===== src/mcor_pkg.sv =====
package mcor_pkg;
    // ----------------------------------------------------------------
    // register map
    // ----------------------------------------------------------------
    localparam logic [31:0] MCOR_BOARD_CTRL_ADDR = 32'h1FBD9878;
    localparam logic [7:0] MCOR_BOARD_CTRL_RST = 8'h00;
    // ----------------------------------------------------------------
    // field positions
    // ----------------------------------------------------------------
    localparam int MCOR_BIT_MARGIN_UP = 7;
    localparam int MCOR_BIT_MARGIN_DOWN = 6;
    localparam int MCOR_BIT_SERIAL_A = 5;
    localparam int MCOR_BIT_SERIAL_B = 4;
    localparam int MCOR_BIT_AUTO_MEDIA = 3;
    localparam int MCOR_BIT_MEDIA_SEL = 2;
    localparam int MCOR_BIT_TERM_SEL = 1;
    localparam int MCOR_BIT_SQUELCH = 0;
    // ----------------------------------------------------------------
    // input synchroniser
    // ----------------------------------------------------------------
    localparam int MCOR_SYNC_STAGES = 3;
endpackage : mcor_pkg


===== src/mcor_sync.sv =====
`timescale 1ns/100ps
// ----------------------------------------------------------------
// three-stage synchroniser, change accepted when stages two and three agree
// ----------------------------------------------------------------
module mcor_sync
    import mcor_pkg::*;
#(
    parameter int WIDTH = 1,
    parameter logic [WIDTH-1:0] INIT = '0
) (
    input wire logic clock,
    input wire logic nrst,
    input wire logic [WIDTH-1:0] din,
    output logic [WIDTH-1:0] dout
);
    logic [WIDTH-1:0] s1_r, s2_r, s3_r, q_r;
    logic [WIDTH-1:0] q_nxt;

    always_comb begin
        q_nxt = q_r;
        for (int i = 0; i < WIDTH; i++) begin
            if (s2_r[i] == s3_r[i]) begin
                q_nxt[i] = s3_r[i];
            end
        end
    end

    always_ff @(posedge clock) begin
        if (!nrst) begin
            s1_r <= INIT;
            s2_r <= INIT;
            s3_r <= INIT;
            q_r <= INIT;
        end else begin
            s1_r <= din;
            s2_r <= s1_r;
            s3_r <= s2_r;
            q_r <= q_nxt;
        end
    end

    assign dout = q_r;
endmodule : mcor_sync


===== src/mcor_top.sv =====
`timescale 1ns/100ps
module mcor_top
    import mcor_pkg::*;
#(
    parameter int ADDR_W = 32
) (
    input wire logic clock,
    input wire logic nrst,
    input wire logic device_select_n,
    input wire logic rd_n,
    input wire logic wr_n,
    input wire logic [ADDR_W-1:0] p_addr,
    input wire logic [7:0] p_data_in,
    output logic [7:0] p_data_out,
    output logic p_data_oe,
    output logic margin_up,
    output logic margin_down,
    output logic serial_a_line_standard,
    output logic serial_b_line_standard,
    output logic eth_auto_media,
    output logic eth_media_sel,
    output logic eth_termination_sel,
    output logic eth_squelch_reduce
);
    // ----------------------------------------------------------------
    // pin synchronisers
    // ----------------------------------------------------------------
    // the host keeps address and data stable long around the strobe,
    // so a sampled strobe edge sees settled address and data
    logic [2:0] strb_s;
    logic [ADDR_W+7:0] ad_s;

    mcor_sync #(.WIDTH(3), .INIT(3'h7)) u_sync_strb (
        .clock(clock),
        .nrst(nrst),
        .din({device_select_n, rd_n, wr_n}),
        .dout(strb_s)
    );

    mcor_sync #(.WIDTH(ADDR_W + 8), .INIT('0)) u_sync_ad (
        .clock(clock),
        .nrst(nrst),
        .din({p_addr, p_data_in}),
        .dout(ad_s)
    );

    logic cs_n_s, rd_n_s, wr_n_s;
    logic [ADDR_W-1:0] addr_s;
    logic [7:0] wdata_s;
    logic hit;
    assign cs_n_s = strb_s[2];
    assign rd_n_s = strb_s[1];
    assign wr_n_s = strb_s[0];
    assign addr_s = ad_s[ADDR_W+7:8];
    assign wdata_s = ad_s[7:0];
    assign hit = !cs_n_s && (addr_s == MCOR_BOARD_CTRL_ADDR[ADDR_W-1:0]);

    // ----------------------------------------------------------------
    // control register and read path
    // ----------------------------------------------------------------
    logic [7:0] ctrl_r, ctrl_nxt;
    logic wr_n_d_r, wr_n_d_nxt;
    logic [7:0] rdata_r, rdata_nxt;
    logic oe_r, oe_nxt;

    always_comb begin
        ctrl_nxt = ctrl_r;
        wr_n_d_nxt = wr_n_s;
        // one load per strobe, on its falling edge; data is already settled
        if (hit && !wr_n_s && wr_n_d_r) begin
            ctrl_nxt = wdata_s;
        end
        // read only drives the bus, the register is untouched
        oe_nxt = hit && !rd_n_s && wr_n_s;
        rdata_nxt = oe_nxt ? ctrl_r : 8'h00;
    end

    always_ff @(posedge clock) begin
        if (!nrst) begin
            ctrl_r <= MCOR_BOARD_CTRL_RST;
            wr_n_d_r <= 1'b1;
            rdata_r <= 8'h00;
            oe_r <= 1'b0;
        end else begin
            ctrl_r <= ctrl_nxt;
            wr_n_d_r <= wr_n_d_nxt;
            rdata_r <= rdata_nxt;
            oe_r <= oe_nxt;
        end
    end

    // ----------------------------------------------------------------
    // outputs, each control pin straight from the control register, the bus pins from the read registers
    // ----------------------------------------------------------------
    assign margin_up = ctrl_r[MCOR_BIT_MARGIN_UP];
    assign margin_down = ctrl_r[MCOR_BIT_MARGIN_DOWN];
    assign serial_a_line_standard = ctrl_r[MCOR_BIT_SERIAL_A];
    assign serial_b_line_standard = ctrl_r[MCOR_BIT_SERIAL_B];
    assign eth_auto_media = ctrl_r[MCOR_BIT_AUTO_MEDIA];
    // passed through as is; the transceiver ignores it in automatic mode
    assign eth_media_sel = ctrl_r[MCOR_BIT_MEDIA_SEL];
    assign eth_termination_sel = ctrl_r[MCOR_BIT_TERM_SEL];
    assign eth_squelch_reduce = ctrl_r[MCOR_BIT_SQUELCH];
    assign p_data_out = rdata_r;
    assign p_data_oe = oe_r;
endmodule : mcor_top


===== config.mk =====
export PLATFORM = sky130hd
export DESIGN_NAME = mcor_top
export DESIGN_NICKNAME = d
export VERILOG_FILES = /design/src/mcor_pkg.sv /design/src/mcor_sync.sv /design/src/mcor_top.sv
export SDC_FILE = /design/constraint.sdc
export NUM_CORES = 1
export LEC_CHECK = 0
export ABC_AREA = 1
export BUFFER_PORTS_ARGS = -buffer_cell sky130_fd_sc_hd__buf_2
export CELL_PAD_IN_SITES_DETAIL_PLACEMENT = 0
export CELL_PAD_IN_SITES_GLOBAL_PLACEMENT = 1
export CORE_MARGIN = 1.5
export CORE_UTILIZATION = 30
export CTS_BUF_LIST = sky130_fd_sc_hd__clkbuf_4 sky130_fd_sc_hd__clkbuf_8
export CTS_CLUSTER_DIAMETER = 80
export DETAILED_ROUTE_END_ITERATION = 10
export GPL_ROUTABILITY_DRIVEN = 0
export HOLD_SLACK_MARGIN = 0.15
export PLACE_DENSITY = 0.6
export SYNTH_ARGS = -nofsm -noshare
export SYNTH_HDL_FRONTEND = slang
export SYNTH_SLANG_ARGS = --single-unit

===== constraint.sdc =====
create_clock -name clock -period 1.55 [get_ports clock]
set_input_delay 0.0775 -clock clock [delete_from_list [all_inputs] [get_ports clock]]
set_output_delay 0.0775 -clock clock [all_outputs]
set_load 0.02 [all_outputs]

==> impl_metrics.csv, run 1 <==
group,metric,value,unit
run_status,run_status,"finished clean",
die,overall_die_area,21000,um^2
critical_path,critPathCaptureType,"flop",
die,design.core.area,19600,um^2
final_layout,layout.cells.non_filler,1119,
critical_path,worst_r2r_startpoint,"u_sync_ad.dout[23]",
die,initial_utilization,30.9,%
sta,maxSlewHeadroom,60.9,%
grt,grt_antenna_before_repair,0,
clock_tree,tritoncts,"yes",
final_layout,antennaDiodeCount,0,
clock_tree,cts_post_setup_buffers_inserted,0,
critical_path,critical_path_class,"in -> reg",
placed_design,post-dp-hpwl,6.59,mm
critical_path,timing.critical_path.from,"nrst",
pwr,power_leakage,0.00387,uW
flow_run,max-cap-violations,0,
synthesis,ys_seq_elements,190,
sta,timing.fmax,0.692,GHz
placed_design,numPlacedInstances,1028,
hold_path,worst_hold_path_type,"in -> reg",
pwr,ir_drop,0.000500,V
final_layout,most-common-layout-cells,"dfxtp_1 (190), inv_1 (157), nand2_1 (150)",
routing,dr.first_iter.drc_count,192,
grt,first_pass_grt_wire_length,18.2,mm
synthesis,syn-num-nets,764,
final_layout,post_layout_nets,886,
synthesis,ys_warn_count,0,
synthesis,synth_top_family_by_area,"simple AND/OR/NAND/NOR gates",
grt,grt.total_usage,10.6,%
placed_design,dp_worst_setup_slack,0.175,ns
critical_path,worst_ep_arrival_time,1.85,ns
clock_tree,cts-root-buf,"clkbuf_8",
grt,grt_pass1_vias,4239,
synthesis,post_synth_mux_area_share,0,%
synthesis,synth.cell_area,6040,um^2
critical_path,setup.worst_path.start_class,"input port",
grt,grt_start_max_net_pins,109,
routing,drc,0,
routing,number_of_vias_per_cell,3.89,
die,height_of_the_die,145,um
routing,route.vias.total,4348,
critical_path,cp.required,1.95,ns
final_layout,final_core_util,39.0,%
final_layout,fraction_of_layout_instances_using_a_drive_strength_above_1,14.1,%
sta,minimum_clock_period,1.45,ns
routing,drt_first_pass_iters,4,
grt,gr-total-overflow,0,
sta,final_sum_of_negative_setup_slack,0,ns
synthesis,synthCells,719,
clock_tree,tritoncts_num_sinks,190,
synthesis,synth_simple_gate_area_share,18.3,%
clock_tree,htree_levels,4,
sta,skew,0.0129,ns
final_layout,area_growth_syn_to_layout,26.5,%
sta,setup_viol_count_final,0,
sta,worst_slack,0.104,ns
sta,timing.final.crit_share,93.3,%
clock_tree,clk_pin_slew,0.09,ns
routing,drt-total-wl,10.1,mm
synthesis,synth_seq_area_share,62.9,%
sta,grt_setup_unrepaired,"false",
pwr,powerDensity,1160,nW/um^2
clock_tree,clockBufferDepth,2,
final_layout,layout.cells.most_common,"dfxtp_1",
routing,antenna_left,0,
sta,timing.final.max_slew_violations,0,
critical_path,largest_fanout_on_the_critical_path,108,
sta,hold_viol_final,0,
hold_path,hold_path.startpoint,"p_data_in[6]",
clock_tree,tritoncts_buffer_count,17,
die,design.portCount,62,
synthesis,syn-mean-instance-area,8.41,um^2
die,floorplan.rows,51,
synthesis,yosys.area_share.adder,0,%
synthesis,post_synthesis_xor_xnor_area_fraction,0,%
sta,actual_transition_at_the_worst_max_transition_pin,0.587,ns
synthesis,netlist-cell-type-count,23,
die,die_width,145,um
synthesis,complex_gate_fraction_of_the_synthesized_area,7.16,%
routing,routed_wire_length_per_instance,9.03,um
placed_design,place.port_buffers,61,
clock_tree,clk_latency_worst_skew_pair,0.45,ns
==> through the flow <==
stage               area [um^2]  total power (uW)  hold WS, ns
floorplan                  6040              5350        0.175
global placement           6620              5450        0.258
detailed placement         6620              5460        0.263
CTS                        7640              9000        0.305
global route               7650              9270        0.326
finish                     7650              8860        0.340
==> cell usage after synthesis <==
cell,count,area [um^2]
a21oi_1,42,210
inv_1,157,589
buf_2,10,50.1
nor2_2,2,12.5
nand2_4,1,11.3
o211ai_1,1,7.51
nand3b_4,1,20.0
clkbuf_8,1,13.8
clkbuf_1,5,18.8
nand2_1,150,563
inv_2,4,15.0
or2_2,8,50.1
nand3_2,2,20.0
nor2_4,3,33.8
nand3_1,3,15.0
nand4_1,9,56.3
nor3_1,1,5.00
nor2_1,80,300
dfxtp_1,190,3800
nor4_1,1,6.26
buf_1,4,15.0
nand4_2,1,12.5
o21ai_0,43,215
==> kinds of logic after synthesis <==
family | count (synthesis)
AOI/OAI and AO/OA | 86
buffers and inverters | 181
DFF | 190
and+or+nand+nor | 262
==> sequential cells by signal, indices dropped and copies added (netlist names) <==
register,flops
p_data_oe,1
p_data_out,8
u_sync_strb.s2_r,3
wr_n_d_r,1
u_sync_strb.dout,3
u_sync_ad.dout,40
u_sync_strb.s1_r,3
u_sync_ad.s3_r,40
u_sync_ad.s1_r,40
u_sync_strb.s3_r,3
ctrl_r,8
u_sync_ad.s2_r,40
==> worst max-delay path, cell delays in order <==
cell,delay (ns)
dlygate4sd3_1,0.53
buf_4,0.13
buf_12,0.32
nand2_1,0.10
dlygate4sd3_1,0.58
inv_1,0.05
==> area by class of cell <==
| class | count | area (um^2) |
|---|---|---|
| clock buffer | 21 | 277 |
| clock inverter | 11 | 154 |
| fill | 2009 | 11900 |
| inverter | 161 | 604 |
| multi-input combinational | 348 | 1540 |
| sequential | 190 | 3800 |
| tap | 265 | 332 |
| timing repair buffer | 123 | 933 |
==> power by group <==
part	total, uW	leakage, uW	switching, uW	internal, uW
clock	3410	0.000214	1670	1740
sequential	5070	0.00155	57.4	5020
combinational	378	0.00210	170	208
==> layer usage <==
layer | GRT usage, % | vias up | part of all wire (%)
met4 | 4.48 | 0 | 1.7
met1 | 12.1 | 1922 | 48
met3 | 3.49 | 13 | 3.5
li1 | - | 2357 | -
met5 | 0 | - | 0
met2 | 17.9 | 56 | 46
==> path summary, 6_finish.rpt <==
| check | end | slack [ns] | cells past startpoint |
|---|---|---|---|
| min reg2reg | u_sync_ad.s2_r[12] | 0.40 | 2 |
| max reg2reg | ctrl_r[6] | 0.22 | 8 |
| min | u_sync_ad.s1_r[6] | 0.34 | 4 |
| max | u_sync_ad.s1_r[22] | 0.10 | 6 |
==> what timing repair did <==
| item | 4_1_cts | 5_1_grt |
|---|---|---|
| endpoints found under the setup margin | 0 | 1 |
| endpoints found under the hold margin | 69 | 0 |
| resized for setup | 0 | 2 |
| hold buffers | 59 | 0 |
No activity file was read; power rests on OpenSTA's default activity.
==> run 2, diff against run 1 <==
--- a/config.mk
+++ b/config.mk
@@ -10,13 +10,14 @@
 export CELL_PAD_IN_SITES_DETAIL_PLACEMENT = 0
 export CELL_PAD_IN_SITES_GLOBAL_PLACEMENT = 1
 export CORE_MARGIN = 1.5
-export CORE_UTILIZATION = 30
+export CORE_UTILIZATION = 45
 export CTS_BUF_LIST = sky130_fd_sc_hd__clkbuf_4 sky130_fd_sc_hd__clkbuf_8
 export CTS_CLUSTER_DIAMETER = 80
 export DETAILED_ROUTE_END_ITERATION = 10
 export GPL_ROUTABILITY_DRIVEN = 0
+export GPL_TIMING_DRIVEN = 0
 export HOLD_SLACK_MARGIN = 0.15
-export PLACE_DENSITY = 0.6
+export PLACE_DENSITY = 0.83
 export SYNTH_ARGS = -nofsm -noshare
 export SYNTH_HDL_FRONTEND = slang
 export SYNTH_SLANG_ARGS = --single-unit
==> impl_metrics.csv, run 2 (synthesis gave the netlist of run 1 again) <==
group,metric,value,unit
grt,gr-total-overflow,0,
pwr,powerDensity,1180,nW/um^2
die,design.core.area,13200,um^2
sta,actual_transition_at_the_worst_max_transition_pin,0.588,ns
critical_path,cp_cell_sequence,"dlygate4sd3_1 > buf_2 > clkbuf_1 > buf_2 > nand2_1 > inv_1",
sta,maxSlewHeadroom,60.8,%
final_layout,layout.cells.most_common,"dfxtp_1",
final_layout,fraction_of_layout_instances_using_a_drive_strength_above_1,14.6,%
die,design.portCount,62,
clock_tree,clk_latency_worst_skew_pair,0.45,ns
clock_tree,cts-root-buf,"clkbuf_8",
grt,grt_use_met2,29.2,%
die,floorplan.rows,42,
clock_tree,tritoncts,"yes",
routing,routed_wire_length_per_instance,10.2,um
final_layout,antennaDiodeCount,0,
grt,grt_start_max_net_pins,17,
clock_tree,htree_levels,4,
grt,gr-max-usage-layer,"met2",
routing,drt_first_pass_iters,4,
die,height_of_the_die,119,um
routing,drc,0,
sta,timing.fmax,0.724,GHz
routing,drt-total-wl,10.5,mm
grt,first_pass_grt_wire_length,18.3,mm
final_layout,layout.cells.non_filler,1030,
pwr,power_leakage,0.00387,uW
critical_path,critical_path_class,"in -> reg",
critical_path,worst_ep_arrival_time,1.78,ns
grt,grt_antenna_before_repair,0,
sta,grt_setup_unrepaired,"false",
flow_run,max-cap-violations,0,
sta,skew,0.0117,ns
grt,grtUsageMet1,18.8,%
placed_design,place.port_buffers,60,
sta,timing.final.max_slew_violations,0,
critical_path,critPathCaptureType,"flop",
die,die_width,119,um
sta,final_sum_of_negative_setup_slack,0,ns
critical_path,setup.worst_path.start_class,"input port",
routing,number_of_vias_per_cell,4.26,
critical_path,crit_top_cell,"buf_2",
routing,dr.first_iter.drc_count,173,
sta,timing.final.crit_share,89.2,%
clock_tree,tritoncts_num_sinks,190,
grt,grt_pass1_vias,4248,
routing,antenna_left,0,
sta,hold_viol_final,0,
final_layout,final.fill_count,1224,
final_layout,area_growth_syn_to_layout,22.9,%
critical_path,cp_slowest_cell,"dlygate4sd3_1",
pwr,ir_drop,0.000495,V
critical_path,largest_fanout_on_the_critical_path,10,
routing,route.vias.total,4391,
run_status,run_status,"finished clean",
die,initial_utilization,45.8,%
grt,grt_util_met3,4.31,%
grt,grt.total_usage,16.4,%
critical_path,cp.required,1.95,ns
final_layout,post_layout_nets,888,
placed_design,numPlacedInstances,955,
sta,minimum_clock_period,1.38,ns
final_layout,most-common-layout-cells,"dfxtp_1 (190), inv_1 (157), nand2_1 (150)",
die,overall_die_area,14100,um^2
clock_tree,clk_pin_slew,0.08,ns
hold_path,worst_hold_path_type,"in -> reg",
clock_tree,tritoncts_buffer_count,17,
pwr,report.power.total,8770,uW
clock_tree,clockBufferDepth,2,
critical_path,critical_path.max_stage_delay,0.54,ns
sta,setup_viol_count_final,0,
placed_design,post-dp-hpwl,7.34,mm
## run 2: per-stage QoR
step	cell area (um^2)	worst slack, ns	utilization, %	hold slack [ns]
after global routing	7430	0.0194	56.3	0.332
final	7430	0.168	56.3	0.336
after detailed placement	6570	0.0924	49.8	0.263
after CTS	7420	0.0631	56.3	0.311
after floorplan	6040	0.416	-	0.175
after global placement	6570	0.0906	49.8	0.257
## run 2: timing repair
item	CTS	global route
buffers inserted	0	1
resized for setup	0	1
hold endpoints to repair	53	0
hold buffers	44	0
endpoints found under the setup margin	0	8
## run 2: worst max-delay path, delay by kind of cell
kind / cells / cell delay (ns)
buffers and inverters: 5 / 1.60
AND/OR/NAND/NOR: 1 / 0.09
## run 2: final timing paths
kind	start	end	slack (ns)	cells after the start
setup reg to reg	u_sync_ad.dout[9]	p_data_out[6]	0.19	7
hold / removal	p_addr[25]	u_sync_ad.s1_r[33]	0.34	4
hold reg to reg	u_sync_ad.s1_r[12]	u_sync_ad.s2_r[12]	0.41	2
setup / recovery	nrst	u_sync_ad.s2_r[1]	0.17	6
## run 2: final cells by class
cell class	instances	area, um^2	area share [%]
sequential	190	3800	51.2
multi-input combinational	348	1540	20.7
timing repair buffer	105	748	10.1
inverter	161	604	8.13
clock buffer	23	304	4.09
tap	176	220	2.96
clock inverter	7	110	1.48
buffer	20	97.6	1.31
## run 2: power by group
part | switching [uW] | internal [uW] | total, uW | leakage (uW)
clock | 1550 | 1780 | 3320 | 0.000218
sequential | 57.2 | 5020 | 5070 | 0.00155
combinational | 185 | 191 | 376 | 0.00210
total | 1790 | 6980 | 8770 | 0.00387
## run 2: routing by layer
metal,vias to the layer above,wire [um]
met2,77,5150
met3,13,336
met1,1935,4880
met5,-,0
met4,0,175
li1,2366,-
==> run 3, diff against run 2 <==
--- a/config.mk
+++ b/config.mk
@@ -10,14 +10,15 @@
 export CELL_PAD_IN_SITES_DETAIL_PLACEMENT = 0
 export CELL_PAD_IN_SITES_GLOBAL_PLACEMENT = 1
 export CORE_MARGIN = 1.5
-export CORE_UTILIZATION = 45
+export CORE_UTILIZATION = 35
 export CTS_BUF_LIST = sky130_fd_sc_hd__clkbuf_4 sky130_fd_sc_hd__clkbuf_8
 export CTS_CLUSTER_DIAMETER = 80
 export DETAILED_ROUTE_END_ITERATION = 10
 export GPL_ROUTABILITY_DRIVEN = 0
 export GPL_TIMING_DRIVEN = 0
 export HOLD_SLACK_MARGIN = 0.15
-export PLACE_DENSITY = 0.83
+export MAX_ROUTING_LAYER = met4
+export PLACE_DENSITY = 0.68
 export SYNTH_ARGS = -nofsm -noshare
 export SYNTH_HDL_FRONTEND = slang
 export SYNTH_SLANG_ARGS = --single-unit
==> impl_metrics.csv, run 3 (synthesis gave the netlist of run 1 again) <==
group,metric,value,unit
run_status,run_status,"finished clean",
die,die_width,134,um
placed_design,dpl_cell_area,6620,um^2
grt,grt_antenna_before_repair,0,
clock_tree,tritoncts_buffer_count,17,
clock_tree,clockBufferDepth,2,
pwr,powerDensity,1170,nW/um^2
clock_tree,clk_latency_worst_skew_pair,0.45,ns
routing,number_of_vias_per_cell,4.06,
grt,grt_util_met3,3.48,%
clock_tree,htree_levels,4,
critical_path,setup.worst_path.start_class,"flop",
die,initial_utilization,36.2,%
grt,first_pass_grt_wire_length,18.5,mm
sta,actual_transition_at_the_worst_max_transition_pin,0.607,ns
sta,setup_viol_count_final,0,
grt,gr-max-usage-layer,"met2",
final_layout,post_layout_nets,888,
grt,grt_use_met2,22.0,%
final_layout,area_growth_syn_to_layout,24.0,%
clock_tree,clk_pin_slew,0.09,ns
critical_path,critical_path_class,"reg -> reg",
routing,antenna_left,0,
sta,final_sum_of_negative_setup_slack,0,ns
final_layout,layout.cells.most_common,"dfxtp_1",
critical_path,largest_fanout_on_the_critical_path,8,
final_layout,antennaDiodeCount,0,
routing,dr.first_iter.drc_count,194,
die,floorplan.rows,47,
sta,timing.final.crit_share,89.4,%
routing,drt_first_pass_iters,6,
grt,grtUsageMet1,15.6,%
sta,timing.fmax,0.722,GHz
sta,hold_viol_final,0,
grt,gr-total-overflow,0,
routing,drc,0,
final_layout,fraction_of_layout_instances_using_a_drive_strength_above_1,15.1,%
final_layout,final_cell_area_excluding_filler_cells,7500,um^2
die,overall_die_area,18100,um^2
sta,minimum_clock_period,1.39,ns
grt,grt.total_usage,13.5,%
clock_tree,cts-root-buf,"clkbuf_8",
hold_path,worst_hold_path_type,"in -> reg",
sta,maxSlewHeadroom,59.6,%
critical_path,worst_ep_arrival_time,1.78,ns
final_layout,most-common-layout-cells,"dfxtp_1 (190), inv_1 (157), nand2_1 (150)",
critical_path,critPathCaptureType,"flop",
pwr,power_leakage,0.00388,uW
grt,grt_start_max_net_pins,17,
sta,timing.final.max_slew_violations,0,
routing,route.vias.total,4364,
die,height_of_the_die,134,um
placed_design,place.port_buffers,60,
routing,routed_wire_length_per_instance,9.92,um
grt,grt_pass1_vias,4107,
die,design.core.area,16700,um^2
final_layout,final.fill_count,1649,
die,design.portCount,62,
placed_design,post-dp-hpwl,7.49,mm
clock_tree,tritoncts,"yes",
critical_path,cp.required,1.95,ns
flow_run,max-cap-violations,0,
sta,skew,0.00963,ns
clock_tree,tritoncts_num_sinks,190,
sta,grt_setup_unrepaired,"false",
routing,drt-total-wl,10.7,mm
pwr,ir_drop,0.000538,V
run 3: area by class of cell:
type	count	area (um^2)	area share, %
sequential	190	3800	50.7
multi-input combinational	348	1540	20.6
timing repair buffer	105	748	9.98
inverter	161	604	8.06
tap	220	275	3.67
clock buffer	19	262	3.49
clock inverter	13	161	2.15
buffer	20	98.8	1.32
run 3: path summary, 6_finish.rpt:
check                                           to  slack [ns]          startpoint  depth (start not counted)
worst min-delay path            u_sync_ad.s1_r[20]        0.32          p_addr[12]                          4
worst min register to register   u_sync_ad.s2_r[2]        0.42   u_sync_ad.s1_r[2]                          2
worst max register to register           ctrl_r[3]        0.16  u_sync_ad.dout[33]                          8
worst max-delay path                     ctrl_r[3]        0.16  u_sync_ad.dout[33]                          8
run 3: metal layers:
layer / wire, um / vias up / part of all wire [%]
li1: - / 2362 / -
met1: 5140 / 1922 / 48
met2: 4900 / 61 / 46
met3: 415 / 19 / 3.9
met4: 221 / 0 / 2.1
met5: 0 / - / 0
run 3: report_power, final:
| group | leakage, uW | internal, uW | total [uW] | switching (uW) |
|---|---|---|---|---|
| sequential | 0.00155 | 5020 | 5070 | 57.5 |
| clock | 0.000222 | 1690 | 3360 | 1660 |
| combinational | 0.00210 | 191 | 376 | 185 |
run 3: repair_timing:
item	in CTS	in global routing
hold buffers	44	0
setup buffers	0	1
setup endpoints to repair	0	17
endpoints found under the hold margin	53	0
resized for setup	0	4
run 3: per-stage QoR:
stage	total power, uW	cells	utilization (%)	hold slack (ns)	setup slack (ns)
floorplan	5350	719	-	0.175	0.416
global placement	5470	999	39.6	0.257	0.158
detailed placement	5490	999	39.6	0.261	0.146
CTS	8940	1075	44.8	0.292	0.0963
global route	9250	1076	44.9	0.294	0.00691
finish	8810	1076	44.9	0.323	0.164
run 3: critical path, cell delays in order (launching register included):
cell     delay [ns]
dfxtp_1        0.36
nand2_1        0.07
nor2_2         0.17
nand2_4        0.07
nor2_1         0.16
nand3_2        0.13
nor2_4         0.21
nor2_1         0.06
nor2_1         0.09
